--- src/verilog/timer_pkg.sv ---
// timer_pkg: shared constants for the dual counter/timer block
// assumes a byte-wide special-function register port on the system clock
package timer_pkg;

    // special-function register addresses
    localparam logic [7:0] ADDR_TIMER_CONTROL = 8'h88;
    localparam logic [7:0] ADDR_TIMER_MODE = 8'h89;
    localparam logic [7:0] ADDR_TIMER0_LOW = 8'h8A;
    localparam logic [7:0] ADDR_TIMER1_LOW = 8'h8B;
    localparam logic [7:0] ADDR_TIMER0_HIGH = 8'h8C;
    localparam logic [7:0] ADDR_TIMER1_HIGH = 8'h8D;
    localparam logic [7:0] ADDR_CLOCK_SELECT = 8'h8E;

    // reset values
    localparam logic [7:0] RESET_TIMER_CONTROL = 8'h00;
    localparam logic [7:0] RESET_TIMER_MODE = 8'h00;
    localparam logic [7:0] RESET_COUNT = 8'h00;
    localparam logic [7:0] RESET_CLOCK_SELECT = 8'h00;

    // timer_control bit positions
    localparam int TIMER1_OVERFLOW_FLAG = 7;
    localparam int TIMER1_RUN = 6;
    localparam int TIMER0_OVERFLOW_FLAG = 5;
    localparam int TIMER0_RUN = 4;
    localparam int EXT_IRQ1_FLAG = 3;
    localparam int EXT_IRQ1_TYPE = 2;
    localparam int EXT_IRQ0_FLAG = 1;
    localparam int EXT_IRQ0_TYPE = 0;

    // timer_mode fields: timer 1 in the upper nibble, timer 0 in the lower
    localparam int TIMER1_NIBBLE = 4;
    localparam int TIMER0_NIBBLE = 0;
    localparam int NIBBLE_GATING = 3;
    localparam int NIBBLE_COUNT_SELECT = 2;
    localparam int NIBBLE_MODE_LSB = 0;

    // mode field encodings
    localparam logic [1:0] MODE_13BIT = 2'h0;
    localparam logic [1:0] MODE_16BIT = 2'h1;
    localparam logic [1:0] MODE_AUTORELOAD = 2'h2;
    localparam logic [1:0] MODE_SPLIT = 2'h3;

    // clock_select fields; bits 7..5 and 2 are unimplemented
    localparam int TIMER1_CLOCK_CHOICE = 4;
    localparam int TIMER0_CLOCK_CHOICE = 3;
    localparam int PRESCALE_LSB = 0;
    localparam logic [7:0] CLOCK_SELECT_MASK = 8'h1B;

    // prescale field encodings and divide ratios
    localparam logic [1:0] PRESCALE_DIV12 = 2'h0;
    localparam logic [1:0] PRESCALE_DIV4 = 2'h1;
    localparam logic [1:0] PRESCALE_DIV48 = 2'h2;
    localparam logic [1:0] PRESCALE_EXT8 = 2'h3;
    localparam logic [5:0] SYS_DIVIDE_12 = 6'd12;
    localparam logic [5:0] SYS_DIVIDE_4 = 6'd4;
    localparam logic [5:0] SYS_DIVIDE_48 = 6'd48;
    localparam logic [2:0] EXT_DIVIDE_8_LAST = 3'd7;

endpackage

--- src/verilog/dual_timer.sv ---
// dual_timer: two legacy counter/timers with control, mode, count and clock registers
// assumes a byte-wide register port and vector acknowledges from the cpu on clk;
// count pins, gate pins and extClk are asynchronous and are synchronised here
`timescale 1ns/1ps

module dual_timer import timer_pkg::*; (
    input wire logic clk,
    input wire logic srst,
    input wire logic [7:0] sfrAddr,
    input wire logic sfrWrite,
    input wire logic [7:0] sfrWriteData,
    input wire logic sfrRead,
    output logic [7:0] sfrReadData,
    input wire logic timer0Vector,
    input wire logic timer1Vector,
    input wire logic extIrq0Vector,
    input wire logic extIrq1Vector,
    input wire logic countPinA,
    input wire logic countPinB,
    input wire logic gateInputAN,
    input wire logic gateInputBN,
    input wire logic extClk,
    output logic timer0Irq,
    output logic timer1Irq,
    output logic extIrq0,
    output logic extIrq1,
    output logic timer1OverflowPulse
);

    typedef struct packed {
        logic [7:0] timerControl;
        logic [7:0] timerMode;
        logic [7:0] timer0LowByte;
        logic [7:0] timer1LowByte;
        logic [7:0] timer0HighByte;
        logic [7:0] timer1HighByte;
        logic [7:0] clockSelect;
        logic [2:0] pinASync;
        logic [2:0] pinBSync;
        logic [2:0] gateASync;
        logic [2:0] gateBSync;
        logic t1Pulse;
        logic [7:0] readData;
    } state_s;

    state_s s;
    state_s next_s;
    logic prescaleTick;

    // one increment of a timer in modes 0..2: {overflow, high, low}
    function automatic logic [16:0] stepCount(input logic [1:0] mode, input logic [7:0] lo,
                                              input logic [7:0] hi);
        logic [12:0] sum13;
        logic [15:0] sum16;
        logic [16:0] result;
        sum13 = {hi, lo[4:0]} + 13'd1;
        sum16 = {hi, lo} + 16'd1;
        result = {1'b0, hi, lo};
        unique case (mode)
            // upper low-byte bits are left as they were
            MODE_13BIT: result = {&{hi, lo[4:0]}, sum13[12:5], lo[7:5], sum13[4:0]};
            MODE_16BIT: result = {&{hi, lo}, sum16};
            // wrap reloads from the unchanged high byte
            MODE_AUTORELOAD: result = (&lo) ? {1'b1, hi, hi} : {1'b0, hi, lo + 8'd1};
            MODE_SPLIT: result = {1'b0, hi, lo};
        endcase
        return result;
    endfunction

    // decoded mode fields
    logic [1:0] mode0;
    logic [1:0] mode1;
    logic split;
    // synchronised pin events and levels
    logic fallA;
    logic fallB;
    logic gateALevel;
    logic gateBLevel;
    // count sources and run qualifiers
    logic tick0;
    logic tick1;
    logic tickHigh0;
    logic run0;
    logic run1;
    logic runHigh0;
    // stepped counts and flag events
    logic [16:0] step0;
    logic [16:0] step1;
    logic ovf0;
    logic ovf1;
    logic ovfHigh0;
    logic setTf0;
    logic setTf1;
    logic setIe0;
    logic setIe1;

    // falling edge on a synchronised vector: previous high, current low
    function automatic logic fallEdge(input logic [2:0] sync);
        return sync[2] & ~sync[1];
    endfunction

    always_comb begin
        next_s = s;
        // pins pass two flip-flops; stage 2 only keeps the previous value for edges
        // stage 0 may still be settling, so only stages 1 and 2 feed any logic
        next_s.pinASync = {s.pinASync[1:0], countPinA};
        next_s.pinBSync = {s.pinBSync[1:0], countPinB};
        next_s.gateASync = {s.gateASync[1:0], gateInputAN};
        next_s.gateBSync = {s.gateBSync[1:0], gateInputBN};
        fallA = s.pinASync[2] & ~s.pinASync[1];
        fallB = s.pinBSync[2] & ~s.pinBSync[1];
        gateALevel = s.gateASync[1];
        gateBLevel = s.gateBSync[1];

        mode0 = s.timerMode[TIMER0_NIBBLE + NIBBLE_MODE_LSB +: 2];
        mode1 = s.timerMode[TIMER1_NIBBLE + NIBBLE_MODE_LSB +: 2];
        split = (mode0 == MODE_SPLIT);

        // pin edges or clock source; clock choice ignored in counter function
        tick0 = s.timerMode[TIMER0_NIBBLE + NIBBLE_COUNT_SELECT] ? fallA :
                (s.clockSelect[TIMER0_CLOCK_CHOICE] | prescaleTick);
        // timer 1 cannot count pin edges while timer 0 is split
        tick1 = (s.timerMode[TIMER1_NIBBLE + NIBBLE_COUNT_SELECT] & ~split) ? fallB :
                (s.clockSelect[TIMER1_CLOCK_CHOICE] | prescaleTick);
        // split high byte is a timer on system or prescaled clock
        tickHigh0 = s.clockSelect[TIMER0_CLOCK_CHOICE] | prescaleTick;

        // run bit enables; gating requires the gate pin high
        run0 = s.timerControl[TIMER0_RUN] &
               (~s.timerMode[TIMER0_NIBBLE + NIBBLE_GATING] | gateALevel);
        // mode 3 halts timer 1; under split its mode alone runs it
        if (mode1 == MODE_SPLIT) begin
            run1 = 1'b0;
        end else if (split) begin
            run1 = 1'b1;
        end else begin
            run1 = s.timerControl[TIMER1_RUN] &
                   (~s.timerMode[TIMER1_NIBBLE + NIBBLE_GATING] | gateBLevel);
        end
        // split high byte runs under timer 1's run bit
        runHigh0 = split & s.timerControl[TIMER1_RUN];

        step0 = stepCount(mode0, s.timer0LowByte, s.timer0HighByte);
        step1 = stepCount(mode1, s.timer1LowByte, s.timer1HighByte);
        ovf0 = 1'b0;
        ovf1 = 1'b0;
        ovfHigh0 = 1'b0;

        // counting advances the held value, and a wrap clears it or reloads it from the high byte
        if (run0 & tick0) begin
            if (split) begin
                // low byte as an independent 8-bit counter
                next_s.timer0LowByte = s.timer0LowByte + 8'd1;
                ovf0 = &s.timer0LowByte;
            end else begin
                {ovf0, next_s.timer0HighByte, next_s.timer0LowByte} = step0;
            end
        end
        if (runHigh0 & tickHigh0) begin
            // high byte counts on its own
            next_s.timer0HighByte = s.timer0HighByte + 8'd1;
            ovfHigh0 = &s.timer0HighByte;
        end
        if (run1 & tick1) begin
            {ovf1, next_s.timer1HighByte, next_s.timer1LowByte} = step1;
        end
        // timer 1 overflow still offered to baud and converter consumers
        next_s.t1Pulse = ovf1;

        // hardware sets; split high byte drives timer 1's flag; not timer 1
        setTf0 = ovf0;
        setTf1 = ovfHigh0 | (ovf1 & ~split);
        // falling edge when type is 1
        setIe0 = fallEdge(s.gateASync);
        setIe1 = fallEdge(s.gateBSync);

        // software writes override counting in the same cycle
        if (sfrWrite) begin
            unique case (sfrAddr)
                ADDR_TIMER_CONTROL: next_s.timerControl = sfrWriteData;
                ADDR_TIMER_MODE: next_s.timerMode = sfrWriteData;
                ADDR_TIMER0_LOW: next_s.timer0LowByte = sfrWriteData;
                ADDR_TIMER1_LOW: next_s.timer1LowByte = sfrWriteData;
                ADDR_TIMER0_HIGH: next_s.timer0HighByte = sfrWriteData;
                ADDR_TIMER1_HIGH: next_s.timer1HighByte = sfrWriteData;
                ADDR_CLOCK_SELECT: next_s.clockSelect = sfrWriteData & CLOCK_SELECT_MASK;
                default: ;
            endcase
        end

        if (timer0Vector) begin
            next_s.timerControl[TIMER0_OVERFLOW_FLAG] = 1'b0;
        end
        if (timer1Vector) begin
            next_s.timerControl[TIMER1_OVERFLOW_FLAG] = 1'b0;
        end
        // vector clear only in edge mode
        if (extIrq0Vector & s.timerControl[EXT_IRQ0_TYPE]) begin
            next_s.timerControl[EXT_IRQ0_FLAG] = 1'b0;
        end
        if (extIrq1Vector & s.timerControl[EXT_IRQ1_TYPE]) begin
            next_s.timerControl[EXT_IRQ1_FLAG] = 1'b0;
        end

        // a lost overflow is worse than a late clear, so the set path comes last
        // sets applied last so they win over any clear
        if (setTf0) begin
            next_s.timerControl[TIMER0_OVERFLOW_FLAG] = 1'b1;
        end
        if (setTf1) begin
            next_s.timerControl[TIMER1_OVERFLOW_FLAG] = 1'b1;
        end
        // level mode follows the inverted pin; edge mode is sticky
        if (!next_s.timerControl[EXT_IRQ0_TYPE]) begin
            next_s.timerControl[EXT_IRQ0_FLAG] = ~gateALevel;
        end else if (setIe0) begin
            next_s.timerControl[EXT_IRQ0_FLAG] = 1'b1;
        end
        if (!next_s.timerControl[EXT_IRQ1_TYPE]) begin
            next_s.timerControl[EXT_IRQ1_FLAG] = ~gateBLevel;
        end else if (setIe1) begin
            next_s.timerControl[EXT_IRQ1_FLAG] = 1'b1;
        end

        // read data is captured one cycle after the read strobe; unmapped reads 0
        if (sfrRead) begin
            unique case (sfrAddr)
                ADDR_TIMER_CONTROL: next_s.readData = s.timerControl;
                ADDR_TIMER_MODE: next_s.readData = s.timerMode;
                ADDR_TIMER0_LOW: next_s.readData = s.timer0LowByte;
                ADDR_TIMER1_LOW: next_s.readData = s.timer1LowByte;
                ADDR_TIMER0_HIGH: next_s.readData = s.timer0HighByte;
                ADDR_TIMER1_HIGH: next_s.readData = s.timer1HighByte;
                ADDR_CLOCK_SELECT: next_s.readData = s.clockSelect & CLOCK_SELECT_MASK;
                default: begin
                    next_s.readData = 8'h00;
                end
            endcase
        end
    end

    always_ff @(posedge clk) begin
        if (srst) begin
            s <= '0;
            s.timerControl <= RESET_TIMER_CONTROL;
            s.timerMode <= RESET_TIMER_MODE;
            s.timer0LowByte <= RESET_COUNT;
            s.timer1LowByte <= RESET_COUNT;
            s.timer0HighByte <= RESET_COUNT;
            s.timer1HighByte <= RESET_COUNT;
            s.clockSelect <= RESET_CLOCK_SELECT;
            s.pinASync <= 3'h7;
            s.pinBSync <= 3'h7;
            s.gateASync <= 3'h7;
            s.gateBSync <= 3'h7;
        end else begin
            s <= next_s;
        end
    end

    // prescaled tick, external clock synchronised inside
    timer_prescaler prescaler (
        .clk(clk),
        .srst(srst),
        .prescaleField(s.clockSelect[PRESCALE_LSB +: 2]),
        .extClk(extClk),
        .prescaleTick(prescaleTick)
    );

    // outputs straight from state flip-flops
    assign sfrReadData = s.readData;
    assign timer0Irq = s.timerControl[TIMER0_OVERFLOW_FLAG];
    assign timer1Irq = s.timerControl[TIMER1_OVERFLOW_FLAG];
    assign extIrq0 = s.timerControl[EXT_IRQ0_FLAG];
    assign extIrq1 = s.timerControl[EXT_IRQ1_FLAG];
    assign timer1OverflowPulse = s.t1Pulse;

endmodule // dual_timer

--- src/verilog/timer_prescaler.sv ---
// timer_prescaler: one-cycle tick at the prescaled timer rate
// assumes extClk is asynchronous and each of its levels outlasts one clk period
`timescale 1ns/1ps

module timer_prescaler import timer_pkg::*; (
    input wire logic clk,
    input wire logic srst,
    input wire logic [1:0] prescaleField,
    input wire logic extClk,
    output logic prescaleTick
);

    typedef struct packed {
        logic [5:0] sysCount;
        logic [2:0] extSync;
        logic [2:0] extCount;
        logic tick;
    } state_s;

    state_s s;
    state_s next_s;
    logic [5:0] divide;
    logic extRise;

    // pick the divide ratio; the external path is handled by edge counting
    always_comb begin
        next_s = s;
        divide = SYS_DIVIDE_12;
        unique case (prescaleField)
            PRESCALE_DIV12: divide = SYS_DIVIDE_12;
            PRESCALE_DIV4: divide = SYS_DIVIDE_4;
            PRESCALE_DIV48: divide = SYS_DIVIDE_48;
            PRESCALE_EXT8: divide = SYS_DIVIDE_12;
        endcase
        // limitation: each extClk level must outlast one clk period or an edge is missed
        // synchronised external clock: stage 0 is read only by stage 1
        next_s.extSync = {s.extSync[1:0], extClk};
        extRise = s.extSync[1] & ~s.extSync[2];
        next_s.tick = 1'b0;
        if (prescaleField == PRESCALE_EXT8) begin
            next_s.sysCount = 6'd0;
            if (extRise) begin
                next_s.extCount = s.extCount + 3'd1;
                next_s.tick = (s.extCount == EXT_DIVIDE_8_LAST);
            end
        end else begin
            next_s.extCount = 3'd0;
            if (s.sysCount >= divide - 6'd1) begin
                next_s.sysCount = 6'd0;
                next_s.tick = 1'b1;
            end else begin
                next_s.sysCount = s.sysCount + 6'd1;
            end
        end
    end

    always_ff @(posedge clk) begin
        if (srst) begin
            s <= '0;
        end else begin
            s <= next_s;
        end
    end

    assign prescaleTick = s.tick;

endmodule // timer_prescaler
--- config.mk ---
export PLATFORM = sky130hd
export DESIGN_NAME = dual_timer
export DESIGN_NICKNAME = d
export VERILOG_FILES = /design/src/verilog/timer_pkg.sv /design/src/verilog/dual_timer.sv /design/src/verilog/timer_prescaler.sv
export SDC_FILE = /design/constraint.sdc
export NUM_CORES = 1
export LEC_CHECK = 0
export BUFFER_PORTS_ARGS = -buffer_cell sky130_fd_sc_hd__buf_2
export CAP_MARGIN = 20
export CORE_MARGIN = 2
export CORE_UTILIZATION = 35
export DETAILED_ROUTE_END_ITERATION = 7
export SLEW_MARGIN = 30
export SYNTH_ARGS = -nofsm -noshare
export SYNTH_HDL_FRONTEND = slang
export SYNTH_SLANG_ARGS = --single-unit
export TNS_END_PERCENT = 30
--- constraint.sdc ---
create_clock -name clk -period 3.5 [get_ports clk]
set_input_delay 0.175 -clock clk [delete_from_list [all_inputs] [get_ports clk]]
set_output_delay 0.175 -clock clk [all_outputs]
set_load 0.05 [all_outputs]
==> metrics.md, run 1 <==
| Metric | Value |
|---|---|
| Run status | `finished, final reports clean` |
| Fraction of layout cells with a size suffix above 1 | `0.1376` |
| Critical Path Sink Type | `flop` |
| Type of the worst setup path | `reg -> reg` |
| Max-cap violations | `0` |
| Number of antenna violations at the first check in global routing | `0` |
| Via density per instance | `slightly below 6` |
| Pwr per Cell Area | `335.1 mW/mm2` |
| Clock skew after layout | `roughly 0.0079 ns` |
| Floorplan row count | `46` |
| Number of distinct library cells after synthesis | `78` |
| Final non-filler cell total | `~940` |
| Ranking of synthesized cells by area | `dfxtp_1 30%, mux2i_1 4.3%, nand2_1 4.0%, o21ai_0 3.7%, nor2_1 3.7%` |
| Crit Reg-Reg Startpoint | `s[53]` |
| Predominant post-synthesis flop cell | `dfxtp_1` |
| R2r setup slk | `slightly above 1 ns` |
| EDFF count, synth | `0` |
| Area share of the largest cell type after synthesis | `0.2990` |
| Number of primary I/O pins | `42` |
| FF+latch count, synth | `86` |
| Count of H-tree levels built during CTS | `3` |
| Maximum number of pins on one net before global-route repair | `63` |
| Remaining antenna violation count after routing | `0` |
| Half-perimeter wire length after placement | `roughly 13 mm` |
| Overall via count from detail_route | `about 5,600` |
| Cells after Synth | `about 720` |
| CTS sink count | `86` |
| Setup Fix Bufs, Post-CTS | `0` |
| Share of synthesized flip-flops with an asynchronous set or reset | `0` |
| Leftover overflow at the end of global routing | `0` |
| Class of the tightest hold or removal check | `in -> reg` |
| DRC errors left | `0` |
| Final total negative setup slack | `0 ns` |
| Clock tree from TritonCTS | `done` |
| # setup viols final | `0` |
| Multi-input combinational cell area | `~0.0037 mm2` |
| Number of global-route vias before repair | `about 4,900` |
| Core Area | `roughly 0.016 mm2` |
| Start point of the critical path | `s[53]` |
| Syn_area_per_cell | `about 8 um2` |
| Startpoint kind of the worst setup timing path | `flop` |
| Cell type with the highest aggregate area in the netlist | `dfxtp_1` |
| Clock buffer count from CTS | `9` |
| Final period demand of the worst path | `roughly 2.5 ns` |
| Clock transition at path regs | `roughly 0.06 ns` |
| Number of hold violations in the final report | `0` |
| Number of fill cells | `roughly 1,700` |
| Cell count after placement | `923` |
| Worst reg2reg endpoint | `s[58]` |
| Drt initial violations | `630` |
| Post-detailed-route wirelength per cell | `roughly 19 um` |
| IO Port Bufs | `41` |
| Post-Route WL | `between 15 and 20 mm` |
| Portion of the post-synthesis area used by sequential elements | `0.2990` |
| Total power of the final layout | `about 2.1 mW` |
| Syn nets | `roughly 760` |
| Share of the cycle needed by the critical path after routing | `0.7038` |
| Slew at the pin closest to its max-slew limit | `0.8478 ns` |
| Clock latency at the later pin of the worst-skew pair | `0.35 ns` |
| Global-route total usage across every layer | `0.2097` |
| Layout Area Growth over Synthesis | `10.82%` |
| Setup repair after global routing missed its margin | `false` |
| CP Data Arrival Time | `2.66 ns` |
| Maximum number of buffers from clock root to sink | `2` |
| Height of the chip | `approximately 130 um` |
| Last element of the critical path | `s[58]` |
| Syn. warnings | `0` |
| Worst reg-to-reg path cell count | `6` |
| Diode count | `0` |
| Area of the die | `~0.017 mm2` |
| Max FO, Critical Path | `9` |
| First-pass GRT wire length | `about 29 mm` |
| Nets@finish | `roughly 770` |
| Worst path required time | `between 3 and 4 ns` |
| Fmax achieved | `0.4059 GHz` |
| Summed instance area of the synthesized netlist | `approximately 0.0058 mm2` |
| Leakage | `approximately 2.3 nW` |
| Starting density of the core | `0.3599` |
| Root buffer cell | `clkbuf_16` |
| Max rail drop VDD | `between 200 and 300 uV` |
| Max-Slew Margin vs Limit | `0.4348` |
| Drt pass-1 iters | `6` |
| Worst setup slack after layout | `approximately 1.0 ns` |
| Placer congestion estimate | `between 0.9 and 1` |
| Overall die width | `around 130 um` |
| Pins Over Slew Limit | `0` |
| Sequential standard cell area | `between 0.0015 and 0.002 mm2` |
| Worst Setup Slack post-DPL | `between 1 and 1.5 ns` |
-- worst min path at each step --
stage                 from             endpoint  slack, ns  cells past startpoint
6_report            extClk  prescaler.next_s[5]       0.04                      2
5_1_grt             extClk  prescaler.next_s[5]       0.03                      2
4_1_cts             extClk  prescaler.next_s[5]       0.03                      2
3_5_place_dp   gateInputAN           next_s[13]       0.36                      2
3_3_place_gp   gateInputAN           next_s[13]       0.36                      2
2_1_floorplan  gateInputBN           next_s[10]       0.28                      1
-- through the flow --
stage / utilization / cell area (um2) / hold WS [ns]
2_1_floorplan: - / 5758 / 0.2788
3_3_place_gp: 0.3765 / 6025 / 0.3567
3_5_place_dp: 0.3769 / 6031 / 0.3590
4_1_cts: 0.3988 / 6381 / 0.02956
5_1_grt: 0.3988 / 6381 / 0.02888
6_report: 0.3988 / 6381 / 0.03659
-- per-layer routing --
metal,share of wire,vias up,GRT usage
met5,0,-,0
met4,0.036,0,0.09438
met3,0.080,36,0.04806
met2,0.43,248,0.3050
met1,0.46,2639,0.2946
li1,-,2702,-
-- synth_stat cells, types with 15 or more instances --
cell type,number
nor2_1,57
nor3_1,19
clkbuf_1,42
a21oi_1,39
o21ai_0,43
a31oi_1,21
nor2b_1,17
dfxtp_1,86
nand2b_1,15
nand2_1,61
nand3_1,25
ha_1,15
mux2i_1,25
inv_1,19
-- kinds of logic after synthesis --
group,count (synthesis),synth area share
simple gates,272,0.2473
xor+xnor,17,0.02586
fa+ha+maj,15,0.03259
flops,86,0.2990
buf+inv,78,0.05780
mux,36,0.07671
compound gates,213,0.2601
other cells,1,0.0006513
-- worst max-delay path, stage by stage (launching register included) --
cell	delay, ns
dfxtp_1	0.47
ha_1	0.29
nand4_1	0.41
o21ai_0	0.62
inv_1	0.09
o32ai_1	0.28
a311oi_1	0.14
-- report_power, final --
part / switching, mW / internal [mW] / total [mW]
clock network: 0.407 / 0.592 / 0.999
logic: 0.0845 / 0.0484 / 0.133
registers: 0.0137 / 0.993 / 1.01
-- registers in the layout (all words and copies together) (netlist names), 2 cells and up --
register,flops
sfrReadData,8
prescaler.s,10
next_s,6
mode0,2
mode1,2
s,48
prescaler.next_s,2
-- placed cells by master, fill, tap and decap left out, drive strengths merged, types with 7 or more instances in the layout --
cell type / n
mux2i: 25
a22o: 7
a21oi: 39
nor3: 20
and3: 7
inv: 19
or2: 13
nor4: 7
clkbuf: 11
nand2b: 15
xnor2: 11
a21o: 8
nand4: 11
buf: 48
a31oi: 21
or3: 11
a211oi: 8
nand2: 61
ha: 15
dfxtp: 86
nand3: 27
nor2b: 17
o21ai: 43
a311oi: 8
nor2: 57
-- cell type report --
type	instances	area share
Timing Repair Buffer	52	0.04667
Tap cell	216	0.04235
Inverter	19	0.01118
Clock inverter	5	0.009020
Clock buffer	11	0.03961
Sequential cell	86	0.2698
Multi-Input combinational cell	554	0.5814
-- what timing repair did --
item | in CTS | in global routing
gates resized for setup | 0 | 0
endpoints found under the hold margin | 4 | 0
hold buffers | 4 | 0
(Power assumes the default switching activity.)
==> run 2, diff against run 1 <==
==> constraint.sdc (replaced) <==
create_clock -name clk -period 2.1 [get_ports clk]
set_input_delay 0.105 -clock clk [delete_from_list [all_inputs] [get_ports clk]]
set_output_delay 0.105 -clock clk [all_outputs]
set_load 0.05 [all_outputs]
==> run 2 against run 1 <==
  * Hold slack worse by 0.032 ns
  * Clock power is 54% higher
  * Flip-flop and latch count stayed put
  * Power is 62% higher
  * Final area is 11% higher
  * Routed wire length is 8.1% higher
  * Via count is 4.9% higher
  * Sequential power is 65% higher
  * Clock skew is 0.0016 ns higher
  * First-iteration DRC count is 4.4% lower
==> metrics.md, run 2 (synthesis results as in run 1) <==
| Metric | Value |
|---|---|
| Run status | `finished, final reports clean` |
| Max rail drop VDD | `397.1 uV (+42%)` |
| Leftover overflow at the end of global routing | `0 (unchanged)` |
| Nets@finish | `851 (+11%)` |
| Global routing's busiest layer | `met2` |
| Post-detailed-route wirelength per cell | `19.16 um (-0.71%)` |
| Register with the most flip-flops | `s` |
| Crit-path slowest cell | `a2111o_1` |
| CP Data Arrival Time | `2.31 ns (-0.35 ns)` |
| Met1 Use GR | `0.3159 (+0.02130)` |
| Maximum number of buffers from clock root to sink | `2 (unchanged)` |
| Number of hold violations in the final report | `0 (unchanged)` |
| Maximum number of pins on one net before global-route repair | `63 (unchanged)` |
| Overall die width | `132.3 um (unchanged)` |
| Class of the tightest hold or removal check | `in -> reg` |
| Critical Path Sink Type | `flop` |
| Type of the worst setup path | `reg -> reg` |
| Series of cell instances along the critical path | `ha_1, nor2b_2, mux2_4, a2111o_1, or3_1, a31oi_1` |
| Fraction of layout cells with a size suffix above 1 | `0.2355 (+0.09796)` |
| Final total negative setup slack | `0 ns (unchanged)` |
| Most common cell after layout, fill and taps aside | `buf_4` |
| Highest-count cells in the layout ignoring fill and taps | `89 x buf_4, 84 x dfxtp_1, 61 x nand2_1` |
| Height of the chip | `132.3 um (unchanged)` |
| Via density per instance | `5.744 (-3.7%)` |
| IO Port Bufs | `41 (unchanged)` |
| Number of antenna violations at the first check in global routing | `0 (unchanged)` |
| Worst setup slack after layout | `0.06738 ns (-0.9692 ns)` |
| Pwr per Cell Area | `491.6 mW/mm2 (+47%)` |
| Final period demand of the worst path | `2.033 ns (-0.4308 ns)` |
| Pins Over Slew Limit | `0 (unchanged)` |
| Slew at the pin closest to its max-slew limit | `0.7360 ns (-0.1118 ns)` |
| Drt pass-1 iters | `5 (-1)` |
| Worst path required time | `2.38 ns (-1.32 ns)` |
| Flip-flop count of the largest register after layout | `48 (unchanged)` |
| Remaining antenna violation count after routing | `0 (unchanged)` |
| Post-layout util | `0.4410 (+0.04215)` |
| Count of H-tree levels built during CTS | `3 (unchanged)` |
| Max incr delay on CP | `0.46 ns (-0.16 ns)` |
| Leakage | `2.720 nW (+19%)` |
| Number of global-route vias before repair | `5,479 (+11%)` |
| Max FO, Critical Path | `6 (-3)` |
| Clock buffer count from CTS | `9 (unchanged)` |
| Startpoint kind of the worst setup timing path | `flop` |
| First-pass GRT wire length | `31.11 mm (+8.2%)` |
| DRC errors left | `0 (unchanged)` |
| Fmax achieved | `0.4920 GHz (+21%)` |
| Clock tree from TritonCTS | `done` |
| Core Area | `0.01600 mm2 (unchanged)` |
| Half-perimeter wire length after placement | `14.52 mm (+13%)` |
| Clock skew after layout | `0.009458 ns (+0.001601 ns)` |
| Placer congestion estimate | `0.9445 (-0.78%)` |
| Global-route total usage across every layer | `0.2284 (+0.01867)` |
| Diode count | `0 (unchanged)` |
| Max-Slew Margin vs Limit | `0.5088 (+0.07397)` |
| Number of primary I/O pins | `42 (unchanged)` |
| Overall via count from detail_route | `5,899 (+4.9%)` |
| Clock latency at the later pin of the worst-skew pair | `0.36 ns (about the same)` |
| Layout Area Growth over Synthesis | `22.53%` |
| Root buffer cell | `clkbuf_16` |
| Worst Setup Slack post-DPL | `0.02657 ns (-1.112 ns)` |
| Met2 Usage GRT | `0.3356 (+0.03067)` |
| Total power of the final layout | `3.469 mW (+62%)` |
| Max-cap violations | `0 (unchanged)` |
| Area of the die | `0.01749 mm2 (unchanged)` |
| Clock transition at path regs | `0.07 ns (about the same)` |
| Share of the cycle needed by the critical path after routing | `0.9679 (+0.2641)` |
| Drt initial violations | `602 (-4.4%)` |
| Setup repair after global routing missed its margin | `true` |
| # setup viols final | `0 (unchanged)` |
| CTS sink count | `86 (unchanged)` |
| Floorplan row count | `46 (unchanged)` |
| Post-Route WL | `19.68 mm (+8.1%)` |
| Starting density of the core | `0.3599 (unchanged)` |
| Setup Fix Bufs, Post-CTS | `0 (unchanged)` |
| Global routing usage on met3 | `0.05767 (+0.009612)` |
run 2: repair_timing:
action                     in CTS  in global routing
setup endpoints to repair       0                 11
hold buffers                    5                  0
hold endpoints to repair        5                  0
resized for setup               0                 11
run 2: final timing paths:
kind / from / end / slack (ns) / cells past startpoint
worst max-delay path: mode0[0] / s[31] / 0.07 / 6
worst min-delay path: timer0Vector / timer0Irq / 0.005 / 3
worst max register to register: mode0[0] / s[31] / 0.07 / 6
worst min register to register: next_s[19] / next_s[20] / 0.41 / 1
run 2: through the flow:
step | instances | area [um2] | hold WS [ns]
CTS | 1027 | 7010 | 0.008304
detailed placement | 1007 | 6684 | 0.2886
floorplan | 718 | 5762 | 0.2088
global route | 1027 | 7056 | 0.01427
global placement | 1007 | 6684 | 0.2859
finish | 1027 | 7056 | 0.004775
run 2: layout make-up:
cell class,count,area (um2)
well taps,216,270.3
flip-flops and latches,86,1724
clock inverters,3,20.02
repair buffers,137,963.4
inverters,19,71.32
fillers,1640,8945
multi-input cells,554,3750
clock buffers,12,256.5
run 2: power breakdown:
part | leakage (nW) | internal [mW] | switching (mW) | total (mW)
sequential | 0.698 | 1.65 | 0.0155 | 1.67
clock | 0.131 | 0.858 | 0.686 | 1.54
combinational | 1.89 | 0.0971 | 0.158 | 0.255
total | 2.72 | 2.61 | 0.859 | 3.47
run 2: critical path, delay by kind of cell, from the launching register on:
kind | cells | cell delay, ns
fa+ha+maj | 1 | 0.22
compound gates | 2 | 0.61
mux | 1 | 0.32
flops | 1 | 0.31
simple gates | 2 | 0.50
run 2: per-layer routing:
layer	routed length, um	vias up
met3	1913	44
met5	0	-
li1	-	2859
met4	684	0
met2	8417	285
met1	8661	2711
==> run 3, diff against run 2 <==
--- a/config.mk
+++ b/config.mk
@@ -7,6 +7,7 @@
 export LEC_CHECK = 0
 export BUFFER_PORTS_ARGS = -buffer_cell sky130_fd_sc_hd__buf_2
 export CAP_MARGIN = 20
+export CORE_ASPECT_RATIO = 1.1
 export CORE_MARGIN = 2
 export CORE_UTILIZATION = 35
 export DETAILED_ROUTE_END_ITERATION = 7
==> run 3 against run 2 <==
  * Final area decreased by 1.2%
  * Cell count decreased by 2.2%
  * Routed wire length increased by 0.95%
  * Power increased by 3.0%
  * Die area about the same
  * Critical path depth decreased by 1
  * Utilization decreased by 1.2 points
  * Register-to-register slack about the same
  * Hold slack improved by 0.011 ns
  * Clock-buffer cell count decreased by 3
  * Combinational power decreased by 3%
  * First-iteration DRC count increased by 32%
  * Largest cell class unchanged
  * Highest routed layer unchanged
==> metrics.md, run 3 (synthesis results as in run 1) <==
| Metric | Value |
|---|---|
| Run status | `finished, final reports clean` |
| Setup Fix Bufs, Post-CTS | `0 (unchanged)` |
| Worst reg-to-reg path cell count | `5 (-1)` |
| Flip-flop count of the largest register after layout | `48 (unchanged)` |
| Maximum number of buffers from clock root to sink | `2 (unchanged)` |
| First-pass GRT wire length | `30.64 mm (-1.5%)` |
| Combined buffer and inverter count along the critical path | `0 (unchanged)` |
| Critical path depth | `5 (-1)` |
| Final period demand of the worst path | `2.035 ns (+0.002306 ns)` |
| Clock buffer count from CTS | `9 (unchanged)` |
| Final total negative setup slack | `0 ns (unchanged)` |
| Leakage | `2.686 nW (-1.2%)` |
| Diode count | `0 (unchanged)` |
| Max FO, Critical Path | `7 (+1)` |
| Drt initial violations | `794 (+32%)` |
| Fraction of layout cells with a size suffix above 1 | `0.2313 (-0.004262)` |
| Startpoint kind of the worst setup timing path | `flop` |
| Crit path max-delay family | `simple AND/OR/NAND/NOR gates` |
| Layout Area Growth over Synthesis | `21.03%` |
| Floorplan row count | `49 (+6.5%)` |
| Clock skew after layout | `0.009301 ns (-0.0001576 ns)` |
| Crit-path slowest cell | `or4_4` |
| Max incr delay on CP | `0.59 ns (+0.13 ns)` |
| Number of fill cells | `1,639 (-0.061%)` |
| Met1 WL | `8.873 mm (+2.4%)` |
| Max-Slew Margin vs Limit | `0.5051 (-0.003663)` |
| Height of the chip | `138.5 um (+4.7%)` |
| Overall via count from detail_route | `5,957 (+0.98%)` |
| Last element of the critical path | `s[30]` |
| Post-detailed-route wirelength per cell | `19.78 um (+3.3%)` |
| Post-layout util | `0.4290 (-0.01200)` |
| Slew at the pin closest to its max-slew limit | `0.7415 ns (+0.005488 ns)` |
| Clock latency at the later pin of the worst-skew pair | `0.35 ns (about the same)` |
| CP Data Arrival Time | `2.30 ns (about the same)` |
| Remaining antenna violation count after routing | `0 (unchanged)` |
| DR WL met2 | `9.124 mm (+8.4%)` |
| Worst reg2reg endpoint | `s[30]` |
| Global-route total usage across every layer | `0.2251 (-0.003301)` |
| IO Port Bufs | `41 (unchanged)` |
| Worst setup slack after layout | `0.06508 ns (-0.002306 ns)` |
| Share of the cycle needed by the critical path after routing | `0.9690 (+0.001098)` |
| Count of H-tree levels built during CTS | `3 (unchanged)` |
| # setup viols final | `0 (unchanged)` |
| Worst path required time | `2.37 ns (about the same)` |
| Worst Hold Margin | `0.01577 ns (+0.01100 ns)` |
| Number of global-route vias before repair | `5,344 (-2.5%)` |
| Most common cell after layout, fill and taps aside | `dfxtp_1` |
| Leftover overflow at the end of global routing | `0 (unchanged)` |
| Top layer in use | `met4` |
| Half-perimeter wire length after placement | `14.64 mm (+0.80%)` |
| Root buffer cell | `clkbuf_16` |
| Starting density of the core | `0.3544 (-0.005460)` |
| Number of antenna violations at the first check in global routing | `0 (unchanged)` |
| R2r setup slk | `0.07 ns (about the same)` |
| Clock transition at path regs | `0.07 ns (about the same)` |
| Placer congestion estimate | `0.9287 (-1.7%)` |
| Maximum number of pins on one net before global-route repair | `63 (unchanged)` |
| Critical Path Sink Type | `flop` |
| Pwr per Cell Area | `512.8 mW/mm2 (+4.3%)` |
| Worst Setup Slack post-DPL | `0.06426 ns (+0.03769 ns)` |
| Highest-count cells in the layout ignoring fill and taps | `83 x dfxtp_1, 79 x buf_4, 60 x nand2_1` |
| Pins Over Slew Limit | `0 (unchanged)` |
| Wire length on met3 | `1.300 mm (-32%)` |
| Clock tree from TritonCTS | `done` |
| CTS sink count | `86 (unchanged)` |
| Core Area | `0.01625 mm2 (+1.5%)` |
| Post-Route WL | `19.86 mm (+0.95%)` |
| Number of hold violations in the final report | `0 (unchanged)` |
| Drt pass-1 iters | `5 (unchanged)` |
| Via density per instance | `5.933 (+3.3%)` |
| DRC errors left | `0 (unchanged)` |
| Overall die width | `126.3 um (-4.5%)` |
| Register with the most flip-flops | `s` |
| Area of the die | `0.01750 mm2 (about the same)` |
| Fmax achieved | `0.4914 GHz (-0.11%)` |
| Nets@finish | `840 (-1.3%)` |
| Series of cell instances along the critical path | `nand2_1, or4_4, and2_4, or4_1, a311oi_1` |
| Crit Reg-Reg Startpoint | `s[48]` |
| Max rail drop VDD | `420.8 uV (+6.0%)` |
| Max-cap violations | `0 (unchanged)` |
| Class of the tightest hold or removal check | `in -> reg` |
| Setup repair after global routing missed its margin | `true` |
| Type of the worst setup path | `reg -> reg` |
| Number of primary I/O pins | `42 (unchanged)` |
| Start point of the critical path | `s[48]` |
-- run 3: tightest hold or removal path, delay by kind of cell --
family          cells  cell delay [ns]
simple gates        1             0.09
buf+inv             1             0.07
compound gates      1             0.05
-- run 3: final cells by class --
type,count,area [um2],share of cell area
multi-input combinational,554,3755,0.5388
tap,204,255.2,0.03662
clock inverter,6,68.82,0.009874
sequential,86,1725,0.2476
clock buffer,9,225.2,0.03232
timing repair buffer,126,868.3,0.1246
inverter,19,71.32,0.01023
-- run 3: worst min-delay path by stage --
stage,startpoint,to,slack (ns),cells after the start
2_1_floorplan,gateInputBN,next_s[10],0.21,1
3_3_place_gp,countPinA,next_s[19],0.29,2
3_5_place_dp,countPinA,next_s[19],0.29,2
4_1_cts,timer0Vector,timer0Irq,0.009,3
5_1_grt,timer0Vector,timer0Irq,0.06,3
6_report,timer0Vector,timer0Irq,0.02,3
-- run 3: power by group --
part / internal, mW / switching (mW)
logic: 0.0956 / 0.152
registers: 1.65 / 0.0159
clock network: 0.925 / 0.733
total: 2.67 / 0.900
-- run 3: metrics by stage --
stage	cells	power (mW)	cell area (um2)
CTS	1004	3.598	6918
finish	1004	3.574	6969
global route	1004	3.700	6969
detailed placement	984	1.944	6574
global placement	984	1.944	6574
floorplan	718	1.833	5762
-- run 3: per-layer routing --
layer | global-route usage | vias to the layer above
met2 | 0.3455 | 250
met5 | 0 | -
met1 | 0.3183 | 2828
li1 | - | 2840
met3 | 0.02864 | 39
met4 | 0.09370 | 0
-- run 3: timing repair --
item / in CTS / in global routing
hold endpoints to repair: 5 / 0
setup endpoints to repair: 0 / 23
gates resized for setup: 0 / 14
hold buffers: 5 / 0
